==> src/logic/adcc_defines.svh <==
`ifndef ADCC_DEFINES_SVH
`define ADCC_DEFINES_SVH

// Register byte offsets on the APB
`define ADCC_OFF_RES_HIGH     8'h00
`define ADCC_OFF_RES_LOW      8'h04
`define ADCC_OFF_CTRL_PRIMARY 8'h08
`define ADCC_OFF_CFG_SECOND   8'h0C
`define ADCC_OFF_IRQ_STATUS   8'h10
`define ADCC_OFF_IRQ_MASK     8'h14

// Primary control field positions
`define ADCC_CTRL_CLK_HI   7
`define ADCC_CTRL_CLK_LO   6
`define ADCC_CTRL_CHAN_HI  5
`define ADCC_CTRL_CHAN_LO  3
`define ADCC_CTRL_GO       2
`define ADCC_CTRL_POWER    0

// Secondary configuration field positions
`define ADCC_CFG_JUSTIFY   7
`define ADCC_CFG_CLK2      6
`define ADCC_CFG_PORT_HI   3
`define ADCC_CFG_PORT_LO   0

// Interrupt status bit
`define ADCC_IRQ_DONE      0

// Reset values
`define ADCC_CTRL_RESET    8'h00
`define ADCC_CFG_RESET     8'h00
`define ADCC_RES_RESET     10'h000

// Converter geometry
`define ADCC_RES_BITS      10
`define ADCC_CHAN_LARGE    8
`define ADCC_CHAN_SMALL    5

`endif

==> src/logic/adcc_pkg.sv <==
package adcc_pkg;

  // Successive-approximation sequencer states
  typedef enum logic [2:0] {
    ADCC_IDLE = 3'b001,
    ADCC_HOLD = 3'b010,
    ADCC_CONV = 3'b100
  } adcc_state_type;

  typedef logic [9:0] adcc_result_type;

  // Terminal count of the system clock divider for each select code
  function automatic logic [5:0] adcc_div_terminal(input logic [2:0] sel);
    logic [5:0] t;
    t = 6'h00;
    unique case (sel)
      3'b000: t = 6'h01;
      3'b001: t = 6'h07;
      3'b010: t = 6'h1F;
      3'b100: t = 6'h03;
      3'b101: t = 6'h0F;
      3'b110: t = 6'h3F;
      default: t = 6'h00;
    endcase
    return t;
  endfunction

endpackage

==> src/logic/adcc_tad_div.sv <==
`timescale 1ns/10ps
`include "adcc_defines.svh"

module adcc_tad_div (
  input  wire logic       sys_clk,
  input  wire logic       resetn,
  input  wire logic       run,
  input  wire logic [2:0] clk_sel,
  input  wire logic       rc_tick,
  output logic            tad_en_q
);
  import adcc_pkg::*;

  logic [5:0] cnt_q;
  logic [5:0] cnt_d;
  logic       use_rc;
  logic       wrap;

  // Codes x11 take the internal RC oscillator tick instead of the divider
  assign use_rc = (clk_sel[1:0] == 2'b11); // [RULE5]
  assign wrap   = (cnt_q >= adcc_div_terminal(clk_sel)); // [RULE5]
  assign cnt_d  = wrap ? 6'h00 : cnt_q + 6'h01;

  // Divider idles while powered down, so counting restarts from zero at each power-up
  always_ff @(posedge sys_clk) begin
    if (!resetn || !run) begin
      cnt_q    <= 6'h00;
      tad_en_q <= 1'b0;
    end else if (use_rc) begin
      cnt_q    <= 6'h00;
      tad_en_q <= rc_tick; // [RULE5]
    end else begin
      cnt_q    <= cnt_d;
      tad_en_q <= wrap; // [RULE5]
    end
  end

  // Fastest divide gives a tick every second cycle, never two in a row
  chk_div2_spacing: assert property (@(posedge sys_clk) disable iff (!resetn) // [RULE5]
    (run && clk_sel == 3'b000 && tad_en_q) |=> !tad_en_q)
    else $error("divide-by-two tick repeated");

endmodule

==> src/logic/adcc_sar.sv <==
`timescale 1ns/10ps
`include "adcc_defines.svh"

module adcc_sar (
  input  wire logic        sys_clk,
  input  wire logic        resetn,
  input  wire logic        start,
  input  wire logic        abort,
  input  wire logic        tad_en,
  input  wire logic        comp_in,
  output logic             busy_q,
  output logic             done_q,
  output logic             sample_hold_q,
  output logic [9:0]       dac_code_q,
  output adcc_pkg::adcc_result_type result_q
);
  import adcc_pkg::*;

  adcc_state_type state_q;
  logic [9:0]     trial_q;
  logic [9:0]     keep;

  // Keep the trial bit when the input sits at or above the DAC level
  assign keep = comp_in ? dac_code_q : (dac_code_q & ~trial_q);

  // Hold settles until the next bit tick, then one decision per bit-time
  always_ff @(posedge sys_clk) begin
    done_q <= 1'b0;
    if (!resetn) begin
      result_q <= `ADCC_RES_RESET; // [RULE13]
    end
    if (!resetn || abort) begin
      state_q       <= ADCC_IDLE;
      trial_q       <= 10'h000;
      dac_code_q    <= 10'h000;
      sample_hold_q <= 1'b0;
      busy_q        <= 1'b0;
    end else begin
      unique case (state_q)
        ADCC_IDLE: if (start) begin
          state_q       <= ADCC_HOLD;
          sample_hold_q <= 1'b1;
          busy_q        <= 1'b1;
        end
        ADCC_HOLD: if (tad_en) begin
          state_q    <= ADCC_CONV;
          trial_q    <= 10'h200;
          dac_code_q <= 10'h200;
        end
        ADCC_CONV: if (tad_en) begin
          trial_q    <= trial_q >> 1;
          dac_code_q <= keep | (trial_q >> 1);
          if (trial_q[0]) begin
            result_q      <= keep; // [RULE1]
            done_q        <= 1'b1;
            state_q       <= ADCC_IDLE;
            sample_hold_q <= 1'b0;
            busy_q        <= 1'b0;
          end
        end
      endcase
    end
  end

  // Result register is cleared by reset only, so it survives power-down
  chk_done_single: assert property (@(posedge sys_clk) disable iff (!resetn) // [RULE12]
    done_q |=> !done_q && !busy_q)
    else $error("done pulse longer than one cycle");

endmodule

==> src/logic/adcc_top.sv <==
`timescale 1ns/10ps
`include "adcc_defines.svh"

// Function
// [RULE1] Each conversion yields a 10-bit digital result.
// [RULE2] Channel multiplexer serves five inputs on small variant, eight on large.
// [RULE3] Four converter registers: result high, result low, control, configuration.
// [RULE4] Clock select low bits sit at control bits 7-6; third bit in configuration.
// [RULE5] Three-bit select picks system divide 2,8,32,4,16,64 or the RC clock.
// [RULE6] Control bits 5-3 choose analog channel 0 to 7.
// [RULE7] Software never selects a channel the small variant lacks.
// [RULE8] Writing 1 to bit 2 while powered starts; bit reads 1 while busy.
// [RULE9] Hardware clears the trigger bit when the conversion completes.
// [RULE10] Bit 0 powers the converter; cleared, it shuts the converter off.
// [RULE11] Control bit 1 ignores writes and reads 0.
// [RULE12] Completion loads result, clears trigger bit and sets the done flag.
// [RULE13] Reset returns all registers to reset state and aborts conversion.
// [RULE14] Justify bit 1 right-aligns the result, 0 left-aligns it.
// [RULE15] Software waits two bit-times after a conversion before next acquisition.
// [RULE16] Trigger write while unpowered starts nothing and bit stays 0.
// [RULE17] Implemented control bits reset to 0.

module adcc_top #(
  parameter int CHAN_COUNT = `ADCC_CHAN_LARGE
) (
  input  wire logic       sys_clk,
  input  wire logic       resetn,
  input  wire logic       psel,
  input  wire logic       penable,
  input  wire logic       pwrite,
  input  wire logic [7:0] paddr,
  input  wire logic [31:0] pwdata,
  output logic [31:0]     prdata_q,
  output logic            pready_q,
  output logic            pslverr_q,
  input  wire logic       comp_in,
  input  wire logic       rc_tick,
  output logic [9:0]      dac_code_q,
  output logic            sample_hold_q,
  output logic [7:0]      chan_enable_q,
  output logic            converter_power_q,
  output logic [3:0]      port_config_q,
  output logic            irq_q
);
  import adcc_pkg::*;

  // Register state
  logic [1:0] clk_sel_low_q;
  logic [2:0] chan_sel_q;
  logic       go_q;
  logic       justify_q;
  logic       clk_sel_bit2_q;
  logic [0:0] irq_stat_q;
  logic [0:0] irq_mask_q;
  logic [7:0] chan_enable_d;

  // Sequencer connections
  logic       tad_en;
  logic       sar_busy;
  logic       sar_done;
  logic [9:0] sar_result;
  logic       start_conv;

  // Bus decode
  logic       access;
  logic       wr_en;
  logic       rd_setup;
  logic       hit_res_high;
  logic       hit_res_low;
  logic       hit_ctrl;
  logic       hit_cfg;
  logic       hit_stat;
  logic       hit_mask;
  logic       mapped;
  logic [7:0] ctrl_view;
  logic [7:0] cfg_view;
  logic [7:0] res_high_view;
  logic [7:0] res_low_view;
  logic [31:0] rd_mux;
  logic [2:0] clk_sel_full;
  logic       go_write;
  logic       done_set;
  logic       power_off_wr;
  logic       sar_abort;
  logic [7:0] ctrl_reset;
  logic [7:0] cfg_reset;

  // APB: answer one cycle into the access phase, three-cycle transfer in all
  assign access       = psel && penable;
  assign wr_en        = access && pwrite && pready_q && !pslverr_q;
  assign rd_setup     = access && !pready_q;
  assign hit_res_high = (paddr == `ADCC_OFF_RES_HIGH);
  assign hit_res_low  = (paddr == `ADCC_OFF_RES_LOW);
  assign hit_ctrl     = (paddr == `ADCC_OFF_CTRL_PRIMARY);
  assign hit_cfg      = (paddr == `ADCC_OFF_CFG_SECOND);
  assign hit_stat     = (paddr == `ADCC_OFF_IRQ_STATUS);
  assign hit_mask     = (paddr == `ADCC_OFF_IRQ_MASK);
  assign mapped       = hit_res_high || hit_res_low || hit_ctrl || hit_cfg || hit_stat || hit_mask; // [RULE3]

  // Read views; bit 1 and config bits 5-4 are hard zero
  assign ctrl_view = {clk_sel_low_q, chan_sel_q, go_q, 1'b0, converter_power_q}; // [RULE4] [RULE8] [RULE11]
  assign cfg_view  = {justify_q, clk_sel_bit2_q, 2'b00, port_config_q}; // [RULE4]

  // Justification is applied at read time so the stored result stays raw
  assign res_high_view = justify_q ? {6'h00, sar_result[9:8]} : sar_result[9:2]; // [RULE14]
  assign res_low_view  = justify_q ? sar_result[7:0] : {sar_result[1:0], 6'h00}; // [RULE14]

  assign rd_mux = hit_res_high ? {24'h000000, res_high_view} :
                  hit_res_low  ? {24'h000000, res_low_view}  :
                  hit_ctrl     ? {24'h000000, ctrl_view}     :
                  hit_cfg      ? {24'h000000, cfg_view}      :
                  hit_stat     ? {31'h00000000, irq_stat_q}  :
                  hit_mask     ? {31'h00000000, irq_mask_q}  : 32'h00000000;

  // Bus answer flops
  always_ff @(posedge sys_clk) begin
    if (!resetn) begin
      pready_q  <= 1'b0;
      pslverr_q <= 1'b0;
      prdata_q  <= 32'h00000000;
    end else begin
      pready_q  <= rd_setup;
      pslverr_q <= rd_setup && !mapped;
      prdata_q  <= (rd_setup && !pwrite) ? rd_mux : 32'h00000000;
    end
  end

  // Start needs the converter already powered and idle
  assign go_write   = wr_en && hit_ctrl && pwdata[`ADCC_CTRL_GO];
  assign start_conv = go_write && converter_power_q && pwdata[`ADCC_CTRL_POWER] && !go_q; // [RULE8] [RULE16]
  assign done_set   = sar_done;
  assign power_off_wr = wr_en && hit_ctrl && !pwdata[`ADCC_CTRL_POWER]; // [RULE10]

  // Power-off write aborts at once, so busy never outlives the trigger bit
  assign sar_abort = power_off_wr || !converter_power_q; // [RULE10]

  // Reset images; fields are cut from them so every width stays exact
  assign ctrl_reset = `ADCC_CTRL_RESET;
  assign cfg_reset  = `ADCC_CFG_RESET;

  // Primary control register
  always_ff @(posedge sys_clk) begin
    if (!resetn) begin
      clk_sel_low_q     <= ctrl_reset[`ADCC_CTRL_CLK_HI:`ADCC_CTRL_CLK_LO]; // [RULE13] [RULE17]
      chan_sel_q        <= ctrl_reset[`ADCC_CTRL_CHAN_HI:`ADCC_CTRL_CHAN_LO]; // [RULE17]
      converter_power_q <= ctrl_reset[`ADCC_CTRL_POWER]; // [RULE13]
      go_q              <= ctrl_reset[`ADCC_CTRL_GO];
    end else begin
      if (wr_en && hit_ctrl) begin
        clk_sel_low_q     <= pwdata[`ADCC_CTRL_CLK_HI:`ADCC_CTRL_CLK_LO]; // [RULE4]
        chan_sel_q        <= pwdata[`ADCC_CTRL_CHAN_HI:`ADCC_CTRL_CHAN_LO]; // [RULE6]
        converter_power_q <= pwdata[`ADCC_CTRL_POWER]; // [RULE10]
      end
      // Power-off or completion clears the trigger; a start outranks neither
      if (sar_done || power_off_wr) begin
        go_q <= 1'b0; // [RULE9] [RULE10]
      end else if (start_conv) begin
        go_q <= 1'b1; // [RULE8]
      end
    end
  end

  // Secondary configuration register
  always_ff @(posedge sys_clk) begin
    if (!resetn) begin
      justify_q      <= cfg_reset[`ADCC_CFG_JUSTIFY]; // [RULE13]
      clk_sel_bit2_q <= cfg_reset[`ADCC_CFG_CLK2];
      port_config_q  <= cfg_reset[`ADCC_CFG_PORT_HI:`ADCC_CFG_PORT_LO];
    end else if (wr_en && hit_cfg) begin
      justify_q      <= pwdata[`ADCC_CFG_JUSTIFY]; // [RULE14]
      clk_sel_bit2_q <= pwdata[`ADCC_CFG_CLK2]; // [RULE4]
      port_config_q  <= pwdata[`ADCC_CFG_PORT_HI:`ADCC_CFG_PORT_LO];
    end
  end

  // Done flag: a completion in the clearing cycle still sets it
  always_ff @(posedge sys_clk) begin
    if (!resetn) begin
      irq_stat_q <= 1'b0;
      irq_mask_q <= 1'b0;
      irq_q      <= 1'b0;
    end else begin
      if (done_set) begin
        irq_stat_q <= 1'b1; // [RULE12]
      end else if (wr_en && hit_stat && pwdata[`ADCC_IRQ_DONE]) begin
        irq_stat_q <= 1'b0;
      end
      if (wr_en && hit_mask) begin
        irq_mask_q <= pwdata[0:0];
      end
      irq_q <= |(irq_stat_q & irq_mask_q);
    end
  end

  // Channel one-hot limited to inputs this variant really has
  assign chan_enable_d = (converter_power_q && (int'(chan_sel_q) < CHAN_COUNT))
                         ? (8'h01 << chan_sel_q) : 8'h00; // [RULE2] [RULE6] [RULE7]

  always_ff @(posedge sys_clk) begin
    if (!resetn) begin
      chan_enable_q <= 8'h00;
    end else begin
      chan_enable_q <= chan_enable_d;
    end
  end

  assign clk_sel_full = {clk_sel_bit2_q, clk_sel_low_q}; // [RULE4]

  adcc_tad_div u_div (
    .sys_clk  (sys_clk),
    .resetn   (resetn),
    .run      (converter_power_q),
    .clk_sel  (clk_sel_full),
    .rc_tick  (rc_tick),
    .tad_en_q (tad_en)
  );

  // Power-down aborts the sequencer so it draws nothing while off
  adcc_sar u_sar (
    .sys_clk       (sys_clk),
    .resetn        (resetn),
    .start         (start_conv),
    .abort         (sar_abort),
    .tad_en        (tad_en),
    .comp_in       (comp_in),
    .busy_q        (sar_busy),
    .done_q        (sar_done),
    .sample_hold_q (sample_hold_q),
    .dac_code_q    (dac_code_q),
    .result_q      (sar_result)
  );

  // Trigger bit tracks the sequencer while the converter is powered
  chk_go_needs_power: assert property (@(posedge sys_clk) disable iff (!resetn) // [RULE16]
    !converter_power_q |-> !go_q)
    else $error("trigger set while unpowered");

  chk_start_sets_go: assert property (@(posedge sys_clk) disable iff (!resetn) // [RULE8]
    start_conv |=> go_q ##1 sar_busy)
    else $error("start did not raise trigger and busy");

  chk_done_clears_go: assert property (@(posedge sys_clk) disable iff (!resetn) // [RULE9]
    sar_done |=> !go_q)
    else $error("trigger not cleared on completion");

  chk_done_sets_flag: assert property (@(posedge sys_clk) disable iff (!resetn) // [RULE12]
    sar_done |=> irq_stat_q[0] ##1 (irq_q == irq_mask_q[0]))
    else $error("completion did not set done flag");

  chk_bit1_zero: assert property (@(posedge sys_clk) disable iff (!resetn) // [RULE11]
    (rd_setup && !pwrite && hit_ctrl) |=> (prdata_q[1] == 1'b0) && (prdata_q[2] == $past(go_q)))
    else $error("control read view wrong");

  chk_right_justify: assert property (@(posedge sys_clk) disable iff (!resetn) // [RULE14]
    (rd_setup && !pwrite && hit_res_high && justify_q) |=> (prdata_q[7:2] == 6'h00))
    else $error("right-justified high byte not zero-padded");

  chk_reset_clears: assert property (@(posedge sys_clk) // [RULE13]
    !resetn |=> (ctrl_view == 8'h00) && !sar_busy && !irq_q)
    else $error("reset did not clear converter");

  chk_busy_matches: assert property (@(posedge sys_clk) disable iff (!resetn) // [RULE8]
    sar_busy |-> go_q)
    else $error("conversion busy without trigger bit");

  // Bus answer: one-cycle ready, data zero outside it
  chk_pready_pulse: assert property (@(posedge sys_clk) disable iff (!resetn) // [RULE3]
    pready_q |=> !pready_q)
    else $error("ready held longer than one cycle");

  chk_prdata_idle: assert property (@(posedge sys_clk) disable iff (!resetn) // [RULE3]
    !pready_q |-> (prdata_q == 32'h00000000))
    else $error("read data shown outside an answer");

  chk_upper_zero: assert property (@(posedge sys_clk) disable iff (!resetn) // [RULE3]
    pready_q |-> (prdata_q[31:8] == 24'h000000))
    else $error("read data above the register byte not zero");

  chk_unmapped_error: assert property (@(posedge sys_clk) disable iff (!resetn) // [RULE3]
    (rd_setup && !mapped) |=> (pready_q && pslverr_q))
    else $error("unmapped access answered without error");

  chk_mapped_clean: assert property (@(posedge sys_clk) disable iff (!resetn) // [RULE3]
    (rd_setup && mapped) |=> (pready_q && !pslverr_q))
    else $error("mapped access answered with error");

  // Read views of control, configuration and result
  chk_power_read: assert property (@(posedge sys_clk) disable iff (!resetn) // [RULE10]
    (rd_setup && !pwrite && hit_ctrl) |=> (prdata_q[0] == $past(converter_power_q)))
    else $error("power bit read back wrong");

  chk_chan_read: assert property (@(posedge sys_clk) disable iff (!resetn) // [RULE6]
    (rd_setup && !pwrite && hit_ctrl) |=> (prdata_q[5:3] == $past(chan_sel_q)))
    else $error("channel field read back wrong");

  chk_cfg_gap_zero: assert property (@(posedge sys_clk) disable iff (!resetn) // [RULE4]
    (rd_setup && !pwrite && hit_cfg) |=> (prdata_q[5:4] == 2'b00))
    else $error("unused configuration bits not zero");

  chk_left_justify: assert property (@(posedge sys_clk) disable iff (!resetn) // [RULE14]
    (rd_setup && !pwrite && hit_res_low && !justify_q) |=> (prdata_q[5:0] == 6'h00))
    else $error("left-justified low byte not zero-padded");

  chk_high_left: assert property (@(posedge sys_clk) disable iff (!resetn) // [RULE14]
    (rd_setup && !pwrite && hit_res_high && !justify_q) |=> (prdata_q[7:0] == $past(sar_result[9:2])))
    else $error("left-justified high byte wrong");

  // Start, power and channel selection
  chk_go_unpowered: assert property (@(posedge sys_clk) disable iff (!resetn) // [RULE16]
    (go_write && !converter_power_q) |=> (!go_q && !sar_busy))
    else $error("trigger write started an unpowered converter");

  chk_go_while_busy: assert property (@(posedge sys_clk) disable iff (!resetn) // [RULE8]
    (go_write && go_q && pwdata[`ADCC_CTRL_POWER] && !sar_done) |=> go_q)
    else $error("trigger dropped by a write during conversion");

  chk_hold_while_busy: assert property (@(posedge sys_clk) disable iff (!resetn) // [RULE8]
    sar_busy |-> sample_hold_q)
    else $error("conversion running without hold");

  chk_power_off_abort: assert property (@(posedge sys_clk) disable iff (!resetn) // [RULE10]
    power_off_wr |=> (!go_q && !sar_busy && !sample_hold_q))
    else $error("power-off did not abort conversion");

  chk_unpowered_idle: assert property (@(posedge sys_clk) disable iff (!resetn) // [RULE10]
    !converter_power_q |-> (!sar_busy && !sample_hold_q))
    else $error("sequencer active while unpowered");

  chk_tick_needs_power: assert property (@(posedge sys_clk) disable iff (!resetn) // [RULE10]
    !converter_power_q |=> !tad_en)
    else $error("bit tick while unpowered");

  chk_chan_select: assert property (@(posedge sys_clk) disable iff (!resetn) // [RULE6]
    (converter_power_q && (int'(chan_sel_q) < CHAN_COUNT)) |=> (chan_enable_q == (8'h01 << $past(chan_sel_q))))
    else $error("channel mux select wrong");

  chk_chan_limit: assert property (@(posedge sys_clk) disable iff (!resetn) // [RULE2]
    (!converter_power_q || (int'(chan_sel_q) >= CHAN_COUNT)) |=> (chan_enable_q == 8'h00))
    else $error("absent or unpowered channel enabled");

  // Completion and interrupt
  chk_done_drops_hold: assert property (@(posedge sys_clk) disable iff (!resetn) // [RULE12]
    sar_done |-> (!sample_hold_q && !sar_busy))
    else $error("hold still high at completion");

  chk_stat_clear: assert property (@(posedge sys_clk) disable iff (!resetn) // [RULE12]
    (wr_en && hit_stat && pwdata[`ADCC_IRQ_DONE] && !done_set) |=> !irq_stat_q[0])
    else $error("done flag not cleared by write of one");

  chk_irq_level: assert property (@(posedge sys_clk) disable iff (!resetn) // [RULE12]
    irq_q == $past(irq_stat_q[0] && irq_mask_q[0]))
    else $error("interrupt level does not follow flag and mask");

endmodule

==> config.mk <==
export PLATFORM = sky130hd
export DESIGN_NAME = adcc_top
export DESIGN_NICKNAME = d
export VERILOG_FILES = /design/src/logic/adcc_pkg.sv /design/src/logic/adcc_tad_div.sv /design/src/logic/adcc_sar.sv /design/src/logic/adcc_top.sv
export VERILOG_INCLUDE_DIRS = /design/src /design/src/logic
export SDC_FILE = /design/constraint.sdc
export NUM_CORES = 1
export LEC_CHECK = 0
export BUFFER_PORTS_ARGS = -buffer_cell sky130_fd_sc_hd__buf_2
export CAP_MARGIN = 5
export CELL_PAD_IN_SITES_DETAIL_PLACEMENT = 0
export CELL_PAD_IN_SITES_GLOBAL_PLACEMENT = 1
export CORE_MARGIN = 2
export CORE_UTILIZATION = 37
export DETAILED_ROUTE_END_ITERATION = 10
export PLACE_DENSITY_LB_ADDON = 0.1
export SYNTH_ARGS = -nofsm -noshare
export SYNTH_HDL_FRONTEND = slang
export SYNTH_SLANG_ARGS = --single-unit
==> constraint.sdc <==
create_clock -name sys_clk -period 2.1 [get_ports sys_clk]
set_input_delay 0 -clock sys_clk [delete_from_list [all_inputs] [get_ports sys_clk]]
set_output_delay 0 -clock sys_clk [all_outputs]
set_load 0.05 [all_outputs]
==> out/metrics.yaml <==
clkTransAtPathRegs_ns: 0.08
first_pass_iters: 5
cts_setup_buffers: 0
wl_met3_um: 337
ant_nets: 0
synth_top_family_by_area: "simple AND/OR/NAND/NOR gates"
startpoint: "pready_q"
worstRegToRegCells: 6
status: "complete, no violations"
path_max_fanout: 4
hold_slack_ns: 0.0353
diodes: 0
synthMuxAreaShare_pct: 4.27
met1Wirelength_mm: 4.33
whs_path_depth: 3
finalClockSkew_ns: 0.00639
r2r_end: "u_sar.state_q[0]"
netlist_top_cells_area: "dfxtp_1 43%, a21oi_1 6.1%, nand2_1 5.9%, buf_4 5.3%, mux2i_1 4.3%"
p_sw_mw: 0.740
drive_gt1_share_pct: 23.7
num_io_pins: 106
end_kind: "flop"
via_per_inst: 4.79
cts_root_buf: "clkbuf_8"
synth_area_leader_cell: "dfxtp_1"
h-tree-depth: 3
swShare_pct: 26.5
synth_edf_count: 0
drv_cap: 0
comb_power_share_pct: 7.8
reg2reg_from: "pready_q"
synth_top_area_share_pct: 43.3
tightest_slew_ns: 0.691
synth_cells: 413
yosysWarnings: 0
fmaxAchievable_mhz: 500
clkPwrFrac_pct: 40.6
hold_violations: 0
ys_ff_latch: 76
syn_avg_cell_area_um2: 8.51
worstHoldEndpoint: "prdata_q[4]"
ff2ff_setup_slack_ns: 0.1
drc: 0
yosys.area_share.adder_pct: 3.92
grt_pass1_wl_mm: 13.8
drtIter0Drc: 95
worstPathRequired_ns: 2.33
ys_seq_area_share_pct: 43.3
grt_antenna_before_repair: 0
top_layer: "met4"
p_int_mw: 2.05
final_nets: 567
netlist_area_mm2: 0.00351
area_growth_pct: 26.8
report.final.slew_viol_count: 0
first_global_vias: 2766
cts_buffers: 9
slew_headroom_pct: 53.8
cts_buffer_depth: 2
rsz0062_at_grt: "no"
power_leakage_nw: 1.73
setup_viol: 0
critPathMaxStageDelay_ns: 0.40
vias: 3078
async_flop_share_pct: 0
total_power_mw: 2.79
powerDensity_mw_per_mm2: 627
row_count: 35
fp.dieArea_mm2: 0.0103
die_w_um: 101
grt_overflow: 0
synth-compound-area-share_pct: 15.2
crit_path_top_delay_cell: "nor4_4"
met2WireLength_mm: 3.72
path_cells: "nand4_1 > nor4_4 > buf_12 > and4_4 > and3b_1 > or3b_1"
seq_power_share_pct: 51.6
hold_path_class: "input pin to flop"
clock_latency_ns: 0.35
grt_usage_pct: 17.2
cts_tree: "done"
path_delay_family: "simple AND/OR/NAND/NOR gates"
yosys.area_share.simple_pct: 24.3
die_h_um: 101
layout_commonest_cell: "dfxtp_1"
period_share_pct: 95.3
grt_start_max_net_pins: 29
critPathKind: "flop to flop"
critPathBufInv: 1
finalWeightedCongestion: 0.783
initial_core_util_pct: 38.0
clkSinkCount: 76
arrival_ns: 2.24
routedWlPerCell_um: 13.3
final_cell_mix: "73 x dfxtp_1, 57 x buf_2, 55 x nand2_1"
wl_mm: 8.58
min_from: "pwrite"
core_area_mm2: 0.00924
hpwlAfterDp_mm: 6.15
startpoint_type: "flop"
ys_types: 49
ir_worst_vdd_uv: 301
io_buffers: 57
cp_num_cells: 6
fin_crit_ns: 2.00
synthXorXnorAreaFrac_pct: 0.997
synth_flop_cell: "dfxtp_1"
==> power by group through the flow <==
stage | Sequential [mW] | Combinational, mW | Clock, mW
2_1_floorplan | 1.48 | 0.171 | 0
3_3_place_gp | 1.48 | 0.201 | 0
3_5_place_dp | 1.48 | 0.201 | 0
4_1_cts | 1.44 | 0.217 | 1.18
5_1_grt | 1.44 | 0.234 | 1.23
6_report | 1.44 | 0.219 | 1.13
==> cells by family (layout without fill, tap and decap cells) <==
family	after synthesis	in the layout
AOI/OAI and AO/OA	92	92
xor gates and xnor gates	4	4
adders and majority gates	11	11
buffers and inverters	49	127
DFF	76	76
muxes	15	15
other	1	24
and+or+nand+nor	165	165
==> synthesized netlist by cell type, types with 3 or more instances <==
cell	n
o21ai_0	25
inv_1	7
nor2b_1	22
buf_4	25
nor2_1	26
nand3_1	18
a32oi_1	4
and3_1	3
nand2b_1	6
mux2i_1	15
clkbuf_1	15
or2_2	3
nand2_1	55
a21oi_1	43
ha_1	11
a22oi_1	3
a21o_1	3
nor3_1	11
dfxtp_1	76
==> what timing repair did <==
action / 4_1_cts / 5_1_grt
hold endpoints to repair: 15 / 0
gates resized for setup: 4 / 8
endpoints found under the setup margin: 15 / 25
hold buffers: 11 / 0
pin swaps: 0 / 2
==> layout make-up <==
class	instances	area, µm²
clock inverters	7	76.3
fillers	911	4780
inverters	8	30.0
repair buffers	103	683
flip-flops and latches	76	1530
well taps	129	161
multi-input cells	311	1850
clock buffers	9	124
==> per-layer routing <==
| metal | vias to the layer above | global-route usage, % |
|---|---|---|
| met4 | 0 | 7.69 |
| met5 | - | 0 |
| met1 | 1398 | 23.7 |
| met3 | 14 | 3.31 |
| met2 | 80 | 26.1 |
| li1 | 1586 | - |
==> worst reg2reg max path, cell delays in order (launching register included) <==
cell and delay [ns]:
dfxtp_2 0.34, nand4_1 0.19, nor4_4 0.40, buf_12 0.16
and4_4 0.25, and3b_1 0.21, or3b_1 0.34
==> per-stage QoR <==
stage          setup slack (ns)  instance area [µm²]  instances  TNS (ns)  utilization [%]
5_1_grt                 0.00355                 4460        643         0             48.2
2_1_floorplan            0.0557                 3600        436         0                -
4_1_cts                0.000795                 4420        643         0             47.8
3_5_place_dp             -0.238                 4090        616     -1.49             44.3
6_report                 0.0981                 4460        643         0             48.2
3_3_place_gp            -0.0999                 4090        616    -0.519             44.3
==> state kept, by name, summed over array words and instances (netlist names), 4 cells and up <==
signal            count
prdata_q              8
u_div.cnt_q           6
chan_enable_q         8
port_config_q         4
u_sar.result_q       10
u_sar.dac_code_q     10
u_sar.trial_q        10
==> how the worst max path moves through the flow <==
stage,to
3_5_place_dp,u_div.cnt_q[3]
3_3_place_gp,u_div.cnt_q[4]
6_report,u_sar.state_q[0]
5_1_grt,u_div.cnt_q[3]
4_1_cts,u_div.cnt_q[3]
2_1_floorplan,u_sar.state_q[0]
Note: power is estimated with default switching activity, not from simulation.
